## src/design/uft_pkg.sv

```systemverilog
`default_nettype none
////////////////////////////////////////////////////////////////////////////////
// Shared constants and types for the USB function control and trigger block.
package uft_pkg;

  // Register port widths.
  localparam int unsigned DATA_W = 8;
  localparam int unsigned ADDR_W = 2;

  // Register indices on the byte-wide register port.
  localparam logic [1:0] CTRL_ADDR = 2'h0;
  localparam logic [1:0] DMA_ADDR = 2'h1;
  localparam logic [1:0] RESUME_ADDR = 2'h2;
  localparam logic [1:0] TRIG_ADDR = 2'h3;

  // Control register layout and reset value.
  localparam int unsigned CTRL_RESV_BIT = 7;
  localparam int unsigned CTRL_PIN_SEL_BIT = 6;
  localparam int unsigned CTRL_CLK_SEL_LSB = 2;
  localparam int unsigned CTRL_IFACE_RST_BIT = 1;
  localparam int unsigned CTRL_CORE_RST_BIT = 0;
  localparam logic [7:0] CTRL_RESET = 8'h03;

  // Clock select codes; every other code is reserved.
  localparam logic [3:0] CLK_STOP = 4'h0;
  localparam logic [3:0] CLK_DOUBLE_24 = 4'h6;
  localparam logic [3:0] CLK_TRIPLE_16 = 4'h7;

  // DMA select layout and codes.
  localparam int unsigned DMA_EP2_LSB = 2;
  localparam int unsigned DMA_EP1_LSB = 0;
  localparam logic [7:0] DMA_MASK = 8'h0f;
  localparam logic [1:0] DMA_NONE = 2'h0;
  localparam logic [1:0] DMA_RESV = 2'h1;
  localparam logic [1:0] DMA_LINE0 = 2'h2;
  localparam logic [1:0] DMA_LINE1 = 2'h3;

  // Resume register layout.
  localparam int unsigned WAKE_STATUS_BIT = 1;
  localparam int unsigned RESUME_BIT = 0;
  localparam logic [7:0] RESUME_MASK = 8'h01;

  // Trigger register: six write-one bits in the low positions.
  localparam logic [7:0] TRIG_MASK = 8'h3f;

  // Clock stabilisation time and the clock rate that it is counted in.
  localparam int unsigned STAB_TIME_US = 2000;
  localparam int unsigned MCLK_KHZ = 40000;
  localparam int unsigned STAB_CYCLES = STAB_TIME_US * MCLK_KHZ / 1000;

  // Clock generator progress, Gray coded along the start-up path.
  typedef enum logic [1:0] {
    PLL_OFF = 2'b00,
    PLL_SETTLE = 2'b01,
    PLL_READY = 2'b11
  } uft_pll_type;

  // One request on the register port.
  typedef struct packed {
    logic wr;
    logic rd;
    logic [1:0] addr;
    logic [7:0] wdata;
  } uft_bus_type;

  // Trigger pulses, ordered as their bits in the trigger register.
  typedef struct packed {
    logic ep2_read_complete;
    logic ep1_packet_enable;
    logic ep3_packet_enable;
    logic control_out_read_complete;
    logic control_in_packet_enable;
    logic setup_read_complete;
  } uft_trig_type;

endpackage
`default_nettype wire

```

## src/design/uft_pulse_bits.sv

```systemverilog
`default_nettype none
////////////////////////////////////////////////////////////////////////////////
// Write-one pulse bits: each masked bit written as 1 gives one pulse.
module uft_pulse_bits #(
  parameter int unsigned WIDTH = 8
) (
  input wire logic mclk, // System clock.
  input wire logic reset_n, // Asynchronous reset, active low.
  input wire logic hold, // Synchronous hold in reset.
  input wire logic fire, // Write strobe for this register.
  input wire logic [WIDTH-1:0] wdata, // Written data.
  input wire logic [WIDTH-1:0] mask, // Bits that exist.
  output logic [WIDTH-1:0] pulse // One-cycle pulses.
);

  // Each pulse lasts one cycle and nothing is remembered after it.
  always_ff @(posedge mclk or negedge reset_n) begin
    if (!reset_n) begin
      pulse <= '0;
    end else if (hold) begin
      pulse <= '0;
    end else if (fire) begin
      pulse <= wdata & mask;
    end else begin
      pulse <= '0;
    end
  end

endmodule
`default_nettype wire

```

## src/design/uft_top.sv

```systemverilog
// Summary of operation
// - Control bit six routes suspend or timer out.
// - Clock select codes: stop, double, triple, reserved.
// - Clock ready after stabilisation once stop released.
// - Control register accessible even during module stop.
// - Interface reset holds all but control, ready, shared pin.
// - Core reset holds core, stops bus sync.
// - Endpoint two DMA select decodes request line.
// - Endpoint one DMA select decodes request line.
// - Reserved bits read zero, ignore writes, except control bit seven, which is stored and read back.
// - Wakeup status follows host feature requests.
// - Resume write ends suspend, reads zero.
// - Endpoint two read-complete hits active buffer.
// - Endpoint one packet-enable hits active buffer.
// - Endpoint three, control-in packet enable pulses.
// - Control-out read-complete frees next packet.
// - Data stage NAKs until setup read-complete.
// - Suspend pin high while function suspended, when control bit six is clear.
`default_nettype none
////////////////////////////////////////////////////////////////////////////////
// Control and trigger registers of a full-speed USB function.
module uft_top #(
  parameter int unsigned STAB_CYCLES = uft_pkg::STAB_CYCLES // Settle count.
) (
  input wire logic mclk, // System clock, 40 MHz.
  input wire logic reset_n, // Asynchronous reset, active low.
  input wire uft_pkg::uft_bus_type bus, // Register request.
  output logic [7:0] reg_rdata, // Read data, one cycle after read.
  input wire logic usb_module_stop_bit, // Module stop from system.
  input wire logic rtc_timer_output, // Timer output of the RTC.
  input wire logic usb_suspended, // Suspend state from the core.
  input wire logic host_wakeup_enable, // Host enabled remote wakeup.
  input wire logic host_wakeup_disable, // Host disabled remote wakeup.
  input wire logic ep1_dma_need, // Endpoint one wants DMA service.
  input wire logic ep2_dma_need, // Endpoint two wants DMA service.
  input wire logic ep1_active_buffer, // Active endpoint one buffer.
  input wire logic ep2_active_buffer, // Active endpoint two buffer.
  input wire logic setup_received, // A setup packet was stored.
  output logic suspend_indicator_out, // Shared suspend or timer pin.
  output logic pll_run, // Clock generator running.
  output logic pll_triple, // 1: triple 16 MHz, 0: double 24 MHz.
  output logic clock_ready_flag, // 48 MHz clock is stable.
  output logic protocol_clock_enable, // Clock gate to the core.
  output logic interface_reset_out, // Reset to interface modules.
  output logic protocol_core_reset, // Reset to the protocol core.
  output logic bus_sync_enable, // Core may track the USB bus.
  output logic first_dma_request_line, // First DMA request.
  output logic second_dma_request_line, // Second DMA request.
  output logic remote_wakeup_pulse, // Start remote wakeup signalling.
  output uft_pkg::uft_trig_type trig, // Trigger pulses.
  output logic [1:0] ep1_buffer_ready, // Per-buffer packet enable.
  output logic [1:0] ep2_buffer_release, // Per-buffer read complete.
  output logic data_stage_nak // Data stage is answered with NAK.
);
  import uft_pkg::*;

  localparam int unsigned CNT_W = $clog2(STAB_CYCLES + 1); // Counter width.

  logic [7:0] ctrl; // Control register.
  logic [3:0] dma_sel; // Both DMA select fields.
  logic wake_status; // Remote wakeup enabled by the host.
  logic data_stage_open; // Setup read complete was seen.
  uft_pll_type pll_state; // Clock generator progress.
  logic [CNT_W-1:0] settle_count; // Stabilisation counter.
  logic [5:0] trig_pulse; // Trigger pulses as a vector.
  logic [0:0] resume_pulse; // Device resume pulse.
  logic [3:0] clk_sel; // Clock select field.
  logic iface_rst; // Interface reset bit.
  logic code_valid; // Clock select names a usable source.
  logic wr_ctrl; // Control register write.
  logic wr_dma; // DMA select write.
  logic wr_resume; // Resume register write.
  logic wr_trig; // Trigger register write.

  //////////////////////////////////////////////////////////////////////////////
  // Address decode of the register port.

  // Writes are decoded with a plain if chain.
  always_comb begin
    wr_ctrl = 1'b0;
    wr_dma = 1'b0;
    wr_resume = 1'b0;
    wr_trig = 1'b0;
    if (bus.wr && bus.addr == CTRL_ADDR) begin
      wr_ctrl = 1'b1;
    end else if (bus.wr && bus.addr == DMA_ADDR) begin
      wr_dma = 1'b1;
    end else if (bus.wr && bus.addr == RESUME_ADDR) begin
      wr_resume = 1'b1;
    end else if (bus.wr && bus.addr == TRIG_ADDR) begin
      wr_trig = 1'b1;
    end
  end

  //////////////////////////////////////////////////////////////////////////////
  // Control register.

  // Never gated by module stop, and excluded from the interface reset.
  always_ff @(posedge mclk or negedge reset_n) begin
    if (!reset_n) begin
      ctrl <= CTRL_RESET;
    end else if (wr_ctrl) begin
      ctrl <= bus.wdata;
    end
  end

  assign clk_sel = ctrl[CTRL_CLK_SEL_LSB +: 4];
  assign iface_rst = ctrl[CTRL_IFACE_RST_BIT];

  // The interface reset holds all but this register, clock ready and the shared pin; the core also takes it.
  assign interface_reset_out = iface_rst;
  assign protocol_core_reset = ctrl[CTRL_CORE_RST_BIT] | iface_rst;

  // The core only follows the bus when out of reset and clocked.
  assign bus_sync_enable = !protocol_core_reset && clock_ready_flag;

  //////////////////////////////////////////////////////////////////////////////
  // Clock generator control.

  // Only the two documented codes start the generator.
  assign code_valid = (clk_sel == CLK_DOUBLE_24) ||
                      (clk_sel == CLK_TRIPLE_16);

  // Start once module stop is released, then wait out stabilisation.
  always_ff @(posedge mclk or negedge reset_n) begin
    if (!reset_n) begin
      pll_state <= PLL_OFF;
      settle_count <= '0;
    end else if (usb_module_stop_bit || !code_valid) begin
      pll_state <= PLL_OFF;
      settle_count <= '0;
    end else begin
      case (pll_state)
        PLL_OFF: begin
          pll_state <= PLL_SETTLE;
          settle_count <= '0;
        end
        PLL_SETTLE: begin
          if (settle_count == CNT_W'(STAB_CYCLES - 1)) begin
            pll_state <= PLL_READY;
          end else begin
            settle_count <= settle_count + CNT_W'(1);
          end
        end
        PLL_READY: begin
          pll_state <= PLL_READY;
        end
        default: begin
          pll_state <= PLL_OFF;
        end
      endcase
    end
  end

  // The ready flag survives the interface reset by design.
  assign pll_run = (pll_state != PLL_OFF);
  assign pll_triple = (clk_sel == CLK_TRIPLE_16);
  assign clock_ready_flag = (pll_state == PLL_READY);
  assign protocol_clock_enable = clock_ready_flag;

  //////////////////////////////////////////////////////////////////////////////
  // Shared output pin.

  // Registered so the pin never glitches while the select changes.
  always_ff @(posedge mclk or negedge reset_n) begin
    if (!reset_n) begin
      suspend_indicator_out <= 1'b0;
    end else if (ctrl[CTRL_PIN_SEL_BIT]) begin
      suspend_indicator_out <= rtc_timer_output;
    end else begin
      suspend_indicator_out <= usb_suspended;
    end
  end

  //////////////////////////////////////////////////////////////////////////////
  // DMA request routing.

  // Reserved upper bits are simply not stored.
  always_ff @(posedge mclk or negedge reset_n) begin
    if (!reset_n) begin
      dma_sel <= '0;
    end else if (iface_rst) begin
      dma_sel <= '0;
    end else if (wr_dma) begin
      dma_sel <= bus.wdata[3:0];
    end
  end

  // Code 01 routes nowhere, like 00; a clash on one line is ORed.
  always_ff @(posedge mclk or negedge reset_n) begin
    if (!reset_n) begin
      first_dma_request_line <= 1'b0;
      second_dma_request_line <= 1'b0;
    end else begin
      first_dma_request_line <=
        (ep2_dma_need && dma_sel[DMA_EP2_LSB +: 2] == DMA_LINE0) ||
        (ep1_dma_need && dma_sel[DMA_EP1_LSB +: 2] == DMA_LINE0);
      second_dma_request_line <=
        (ep2_dma_need && dma_sel[DMA_EP2_LSB +: 2] == DMA_LINE1) ||
        (ep1_dma_need && dma_sel[DMA_EP1_LSB +: 2] == DMA_LINE1);
    end
  end

  //////////////////////////////////////////////////////////////////////////////
  // Remote wakeup.

  // The host enable wins over a disable arriving in the same cycle.
  always_ff @(posedge mclk or negedge reset_n) begin
    if (!reset_n) begin
      wake_status <= 1'b0;
    end else if (iface_rst) begin
      wake_status <= 1'b0;
    end else if (host_wakeup_enable) begin
      wake_status <= 1'b1;
    end else if (host_wakeup_disable) begin
      wake_status <= 1'b0;
    end
  end

  // The resume bit is a pulse only; it is never stored.
  uft_pulse_bits #(
    .WIDTH(1)
  ) resume_bits (
    .mclk(mclk),
    .reset_n(reset_n),
    .hold(iface_rst),
    .fire(wr_resume),
    .wdata(bus.wdata[RESUME_BIT]),
    .mask(RESUME_MASK[0:0]),
    .pulse(resume_pulse)
  );

  // Wakeup signalling only makes sense while suspended.
  assign remote_wakeup_pulse = resume_pulse[0] && usb_suspended;

  //////////////////////////////////////////////////////////////////////////////
  // FIFO triggers.

  // All six trigger bits share one write-one pulse generator.
  uft_pulse_bits #(
    .WIDTH(6)
  ) trig_bits (
    .mclk(mclk),
    .reset_n(reset_n),
    .hold(iface_rst),
    .fire(wr_trig),
    .wdata(bus.wdata[5:0]),
    .mask(TRIG_MASK[5:0]),
    .pulse(trig_pulse)
  );

  assign trig = trig_pulse;

  // Dual-buffer endpoints steer the pulse to the active buffer.
  assign ep1_buffer_ready = {trig.ep1_packet_enable && ep1_active_buffer,
                             trig.ep1_packet_enable &&
                             !ep1_active_buffer};
  assign ep2_buffer_release = {trig.ep2_read_complete && ep2_active_buffer,
                               trig.ep2_read_complete &&
                               !ep2_active_buffer};

  // A new setup packet closes the data stage and wins over a release.
  always_ff @(posedge mclk or negedge reset_n) begin
    if (!reset_n) begin
      data_stage_open <= 1'b0;
    end else if (iface_rst || setup_received) begin
      data_stage_open <= 1'b0;
    end else if (trig.setup_read_complete) begin
      data_stage_open <= 1'b1;
    end
  end

  assign data_stage_nak = !data_stage_open;

  //////////////////////////////////////////////////////////////////////////////
  // Register read-back.

  // Read data is registered; unmapped bits and write-only bits read zero.
  always_ff @(posedge mclk or negedge reset_n) begin
    if (!reset_n) begin
      reg_rdata <= '0;
    end else if (bus.rd && bus.addr == CTRL_ADDR) begin
      reg_rdata <= ctrl;
    end else if (bus.rd && bus.addr == DMA_ADDR) begin
      reg_rdata <= {4'h0, dma_sel};
    end else if (bus.rd && bus.addr == RESUME_ADDR) begin
      reg_rdata <= {6'h00, wake_status, 1'b0};
    end else if (bus.rd) begin
      reg_rdata <= 8'h00;
    end
  end
endmodule
`default_nettype wire

```

## config.mk

```make
export PLATFORM = sky130hd
export DESIGN_NAME = uft_top
export DESIGN_NICKNAME = d
export VERILOG_FILES = /design/src/design/uft_pkg.sv /design/src/design/uft_pulse_bits.sv /design/src/design/uft_top.sv
export SDC_FILE = /design/constraint.sdc
export NUM_CORES = 1
export LEC_CHECK = 0
export ABC_CLOCK_PERIOD_IN_PS = 2200
export BUFFER_PORTS_ARGS = -buffer_cell sky130_fd_sc_hd__buf_2
export CAP_MARGIN = 20
export CELL_PAD_IN_SITES_DETAIL_PLACEMENT = 1
export CELL_PAD_IN_SITES_GLOBAL_PLACEMENT = 2
export CORE_MARGIN = 10
export CORE_UTILIZATION = 34
export CTS_BUF_LIST = sky130_fd_sc_hd__clkbuf_16
export DETAILED_ROUTE_END_ITERATION = 7
export PLACE_DENSITY_LB_ADDON = 0.1
export SLEW_MARGIN = 30
export SYNTH_ARGS = -nofsm -noshare
export SYNTH_HDL_FRONTEND = slang
export SYNTH_HIERARCHICAL = 1
export SYNTH_SLANG_ARGS = --single-unit
```

## constraint.sdc

```tcl
create_clock -name mclk -period 2.2 [get_ports mclk]
set_input_delay 0.33 -clock mclk [delete_from_list [all_inputs] [get_ports mclk]]
set_output_delay 0.33 -clock mclk [all_outputs]
set_load 0.01 [all_outputs]
```

# Word-level counts from Yosys, hierarchy flattened
# Index checks and enable logic that the tools add are counted.
# word_totals
word_cells	96
register_bits	51
output_inout_bits	30
inputBits	24
# classes
n_addsub	1
reduce_logical	36
n_mux	32
eq_ne	14
bitwise	1
# ops
cell	n
17-bit two-way mux	2
17-bit case mux with 2 select lines	1
8-bit two-way mux	4
1-bit two-way mux	18
17-bit by 1-bit adder with 17-bit output, second input constant	1
17-bit equality test, second input constant	1
1-bit logical AND	17
2-bit equality test, second input constant	7
6-bit two-way mux	2
4-bit by 3-bit equality test with 1-bit output, second input constant	2
4-bit two-way mux	2
3-bit != test, second input constant	2
2-bit case mux with 3 select lines	1
2-bit nonzero test	3
3-bit nonzero test	2
1-bit logical NOT	5
1-bit logical OR	5
2-bit by 1-bit equality test with 1-bit output, second input constant	2
2-bit logical NOT	2
2-bit two-way mux	2
4-bit nonzero test	1
2-bit AND reduction	1
1-bit bitwise OR	1

# Logic depth before layout (Yosys ltp)
# logic_depth
ltp_word	8
ltp_mapped	6
mapped_depth_nobuf	6

# By module
# Netlist, hierarchy kept.
# modules_own_cells
module	n_inst	seq_area_each_um2	cells_per_inst	area_each_um2
uft_top	1	1103.6	224	2223.4
uft_pulse_bits at trig_bits	1	150.1	12	210.2
uft_pulse_bits at resume_bits	1	25.0	2	35.0

# Worst setup path after synthesis
# No wires, ideal clock.
# synth_path
path_kind	register to register
start	register settle_count[0]
end	register settle_count[16]
setup_slack_ps	566
arrival_ps	1500
path_stages_with_launch	7
t_required_ps	2065
setup_ps	135
synth_period_minus_slack_ps	1634
path_buffers	0
path_cell_list	dfrtp_1 ha_1 and4_4 nand4_1 nor4_2 mux2i_1 o21ai_1
# synth_via
elab_chain_len	4
word_cells_on_any_way	7
classes_between	add/sub (1); eq/ne (2); mux (3); reduce/logical (1)
# synth_lines
item	line_no	rtl
start, declared	uft_top.sv:64	logic [CNT_W-1:0] settle_count;
start signal, assigned	uft_top.sv:142	settle_count <= settle_count + CNT_W'(1);
17-bit by 1-bit adder with 17-bit output	uft_top.sv:142	
17-bit two-way mux	uft_top.sv:139	if (settle_count == CNT_W'(STAB_CYCLES - 1)) begin
17-bit case mux with 2 select lines	uft_top.sv:133	case (pll_state)
17-bit two-way mux	uft_top.sv:129	end else if (usb_module_stop_bit || !code_valid) begin
# Several ways; a longest one is shown, not always the timed one. The select of a mux whose other input is x is not followed.
# A chain may end at the register's enable or synchronous reset.

# Worst setup path in the final report
# layout_path
start	register settle_count[6]
end	register settle_count[0]
# layout_via
elab_chain_len	3
# layout_lines
item	line_no
17-bit equality test	uft_top.sv:139
3-bit != test (no line)	n/a
2-bit AND reduction (no line)	n/a
# Every way passes these cells.

==> impl_metrics.csv <==
group,metric,value,unit
power_and_ir_drop,finalPower,2.15,mW
power_and_ir_drop,p_leak,1.52,nW
timing,finalMaxSlewViolations,0,
global_routing,grt_max_degree,29,
global_routing,grt_usage,12.5,%
clocking,htree_num_levels,2,
synth,synth.cell_area,2470,sq um
clocking,tritoncts,"done",
place,io_buffers,53,
die,num_io_pins,54,
clocking,cts_inserted_buffers,5,
critical_path,cp-start-kind,"flop",
synth,synth.area.top_cells,"dfrtp_1, mux2_2, mux2i_1, and4b_1, nor2_1",
die,die_x,105,microns
final_layout,num-fill-cells,868,
critical_path,cp_max_fo,7,
routing,dr.pass1.iters,4,
routing,met1_length,3150,microns
routing,postRouteAntennaNets,0,
timing,worst_clock_skew,5.84,ps
synth,netlist.top_cell.by_area,"dfrtp_1",
final_layout,syn_to_final_growth,23.8,%
timing,max_freq,534,MHz
critical_path,crit_type,"reg -> reg",
critical_path,crit_required,2430,ps
timing,min_period,1870,ps
clocking,clk_latency,290,ps
synth,postSynthAreaPerCell,10.4,sq um
timing,fin_setup_tns,0,ps
clocking,cts_buffer_depth,2,
die,die_h,105,microns
global_routing,grt_first_pass_wirelength,11400,microns
global_routing,overflow,0,
die,start_util,34.6,%
timing,final.period_utilization,85.1,%
synth,synth_top_area_share,49.7,%
routing,vias,2002,
die,die-area,11100,sq um
final_layout,drive_above_1_share,29.7,%
clocking,hold_buffers,0,
synth,ys.flop_type,"dfrtp_1",
timing,fin_hold_ws,34.1,ps
routing,top_layer_used,"met4",
timing,worst_slew_pin_slew,581,ps
clocking,clk_pin_slew,70,ps
place,place_congestion,0.769,
timing,relSlewSlack,61.3,%
status,status,"complete, no violations",
clocking,cts.sinks,51,
routing,first_iter_violations,35,
routing,drt-total-wl,6570,microns
synth,synth_cell_type_count,46,
clocking,cts_setup_buffers,0,
routing,detail_route.wl_per_cell,16.3,microns
synth,netlist_instances,238,
timing,rsz0062_at_grt,"false",
timing,fin_ws,328,ps
clocking,cts-resized-gates,0,
power_and_ir_drop,p_per_area,704,nW/um^2
synth,synth_enable_flop_cells,0,
routing,drc,0,
global_routing,antenna_found_initial,0,
critical_path,endpoint_kind,"flop",
min_path,hold_path_class,"in -> async",
critical_path,critPathArrivalTime,2100,ps
die,coreArea,7140,sq um
die,rows,31,
timing,finalHoldViolCount,0,
synth,async_flop_share,100,%
timing,finalSetupViolCount,0,
clocking,root_buffer,"clkbuf_16",
place,dp_slack,355,ps
run,cap_violations,0,
synth,synth-seq-area-share,51.8,%
routing,met2WireLength,2940,microns
final_layout,utilization,42.8,%
global_routing,grt_pass1_vias,2191,
routing,dr_wl_met3,410,microns
synth,synth_seq_cells,51,
final_layout,diodes,0,
routing,vias_per_cell,4.98,
place,dp_hpwl,4980,microns
final_layout,fin_nets,327,
power_and_ir_drop,ir_drop,0.377,mV
synth,synth_warnings,6,
[path summary, 6_finish.rpt]
path                                             start                              end  slack, ps  cells after the start
setup / recovery           settle_count[6]$_DFFE_PN0P_      settle_count[0]$_DFFE_PN0P_        330                      5
hold / removal                                 reset_n  suspend_indicator_out$_DFF_PN0_         30                      1
setup reg to reg           settle_count[6]$_DFFE_PN0P_      settle_count[0]$_DFFE_PN0P_        330                      5
hold reg to reg                    ctrl[7]$_DFFE_PN0P_              ctrl[7]$_DFFE_PN0P_        510                      1
max in group asynchronous                      reset_n              ctrl[1]$_DFFE_PN1P_       1540                      2
min in group mclk                       setup_received      data_stage_open$_DFFE_PN0P_        180                      2
[layer usage]
| layer | track usage [%] | vias up |
|---|---|---|
| met3 | 4.14 | 7 |
| li1 | - | 976 |
| met1 | 16.5 | 973 |
| met4 | 3.53 | 0 |
| met2 | 18.9 | 46 |
| met5 | 0 | - |
[cell type report]
| type | count | area, sq um | area share (%) |
|---|---|---|---|
| tap | 99 | 124 | 4.05 |
| timing repair buffer | 59 | 323 | 10.6 |
| clock buffer | 5 | 125 | 4.10 |
| clock inverter | 3 | 38.8 | 1.27 |
| multi-input combinational | 168 | 1100 | 36.1 |
| inverter | 17 | 63.8 | 2.09 |
| sequential | 51 | 1280 | 41.9 |
[state kept, by name, indices dropped and copies added, names as in the netlist]
signal,count
data_stage_open,1
pll_state,2
wake_status,1
settle_count,17
trig_bits/pulse,6
dma_sel,4
resume_bits/pulse,1
first_dma_request_line,1
reg_rdata,8
second_dma_request_line,1
suspend_indicator_out,1
ctrl,8
[Yosys cell counts, types with 2 or more instances]
library cell,number
nand4_1,4
dfrtp_1,49
nand2_1,12
a31oi_1,8
o22ai_1,4
nand3b_1,3
nand2_2,2
nor2_1,21
and4b_1,8
o21ai_0,12
mux2_2,10
and3_1,7
o21ai_1,2
mux2i_1,10
dfstp_2,2
a21oi_1,8
inv_1,17
buf_2,3
nor2b_1,3
nor3_1,8
a211o_1,3
or2_2,3
and4bb_2,2
nand3_1,11
clkbuf_1,2
and2_1,4
[kinds of logic after synthesis]
family                   count (synthesis)  share of synthesized area (%)
buffers and inverters                   25                           4.46
other                                    1                          0.152
AO/OA/AOI/OAI                           44                           11.0
flip-flops                              51                           51.8
AND/OR/NAND/NOR                         96                           23.5
adder cells (fa/ha/maj)                  1                          0.507
multiplexers                            20                           8.62
[power by group]
group	leakage, nW	switching, mW	total [mW]	internal [mW]
sequential	0.682	0.0495	1.05	1.00
combinational	0.754	0.124	0.232	0.108
clock	0.0812	0.340	0.871	0.531
total	1.52	0.513	2.15	1.64
[placed cells by master (no fill, tap or decap), types with 2 or more instances in the layout]
cell | netlist | layout
nand2_1 | 12 | 12
and3_1 | 7 | 7
dfrtp_1 | 49 | 49
inv_1 | 17 | 17
nand3_1 | 11 | 11
o22ai_1 | 4 | 4
nand3b_1 | 3 | 3
nor3_1 | 8 | 8
and4b_1 | 8 | 8
clkbuf_16 | 0 | 5
conb_1 | 1 | 7
a211o_1 | 3 | 3
buf_2 | 3 | 53
or2_2 | 3 | 3
and4bb_2 | 2 | 2
mux2_2 | 10 | 10
nor2b_1 | 3 | 3
nand2_2 | 2 | 2
and2_1 | 4 | 4
nor2_1 | 21 | 21
dfstp_2 | 2 | 2
a21oi_1 | 8 | 8
nand4_1 | 4 | 4
o21ai_1 | 2 | 2
o21ai_0 | 12 | 12
buf_4 | 1 | 5
a31oi_1 | 8 | 8
mux2i_1 | 10 | 10
[through the flow]
stage	instance area, sq um	instances
finish	3060	402
global route	3060	402
CTS	3060	402
detailed placement	2890	394
global placement	2890	394
floorplan	2490	244
[worst max-delay path, stage by stage (launching register included)]
cell      delay (ps)
dfrtp_1          460
nor4bb_1         380
nand4_1          170
nor2_1           240
o21a_1           350
mux2_2           210
Note: power is estimated with default switching activity, not from simulation.
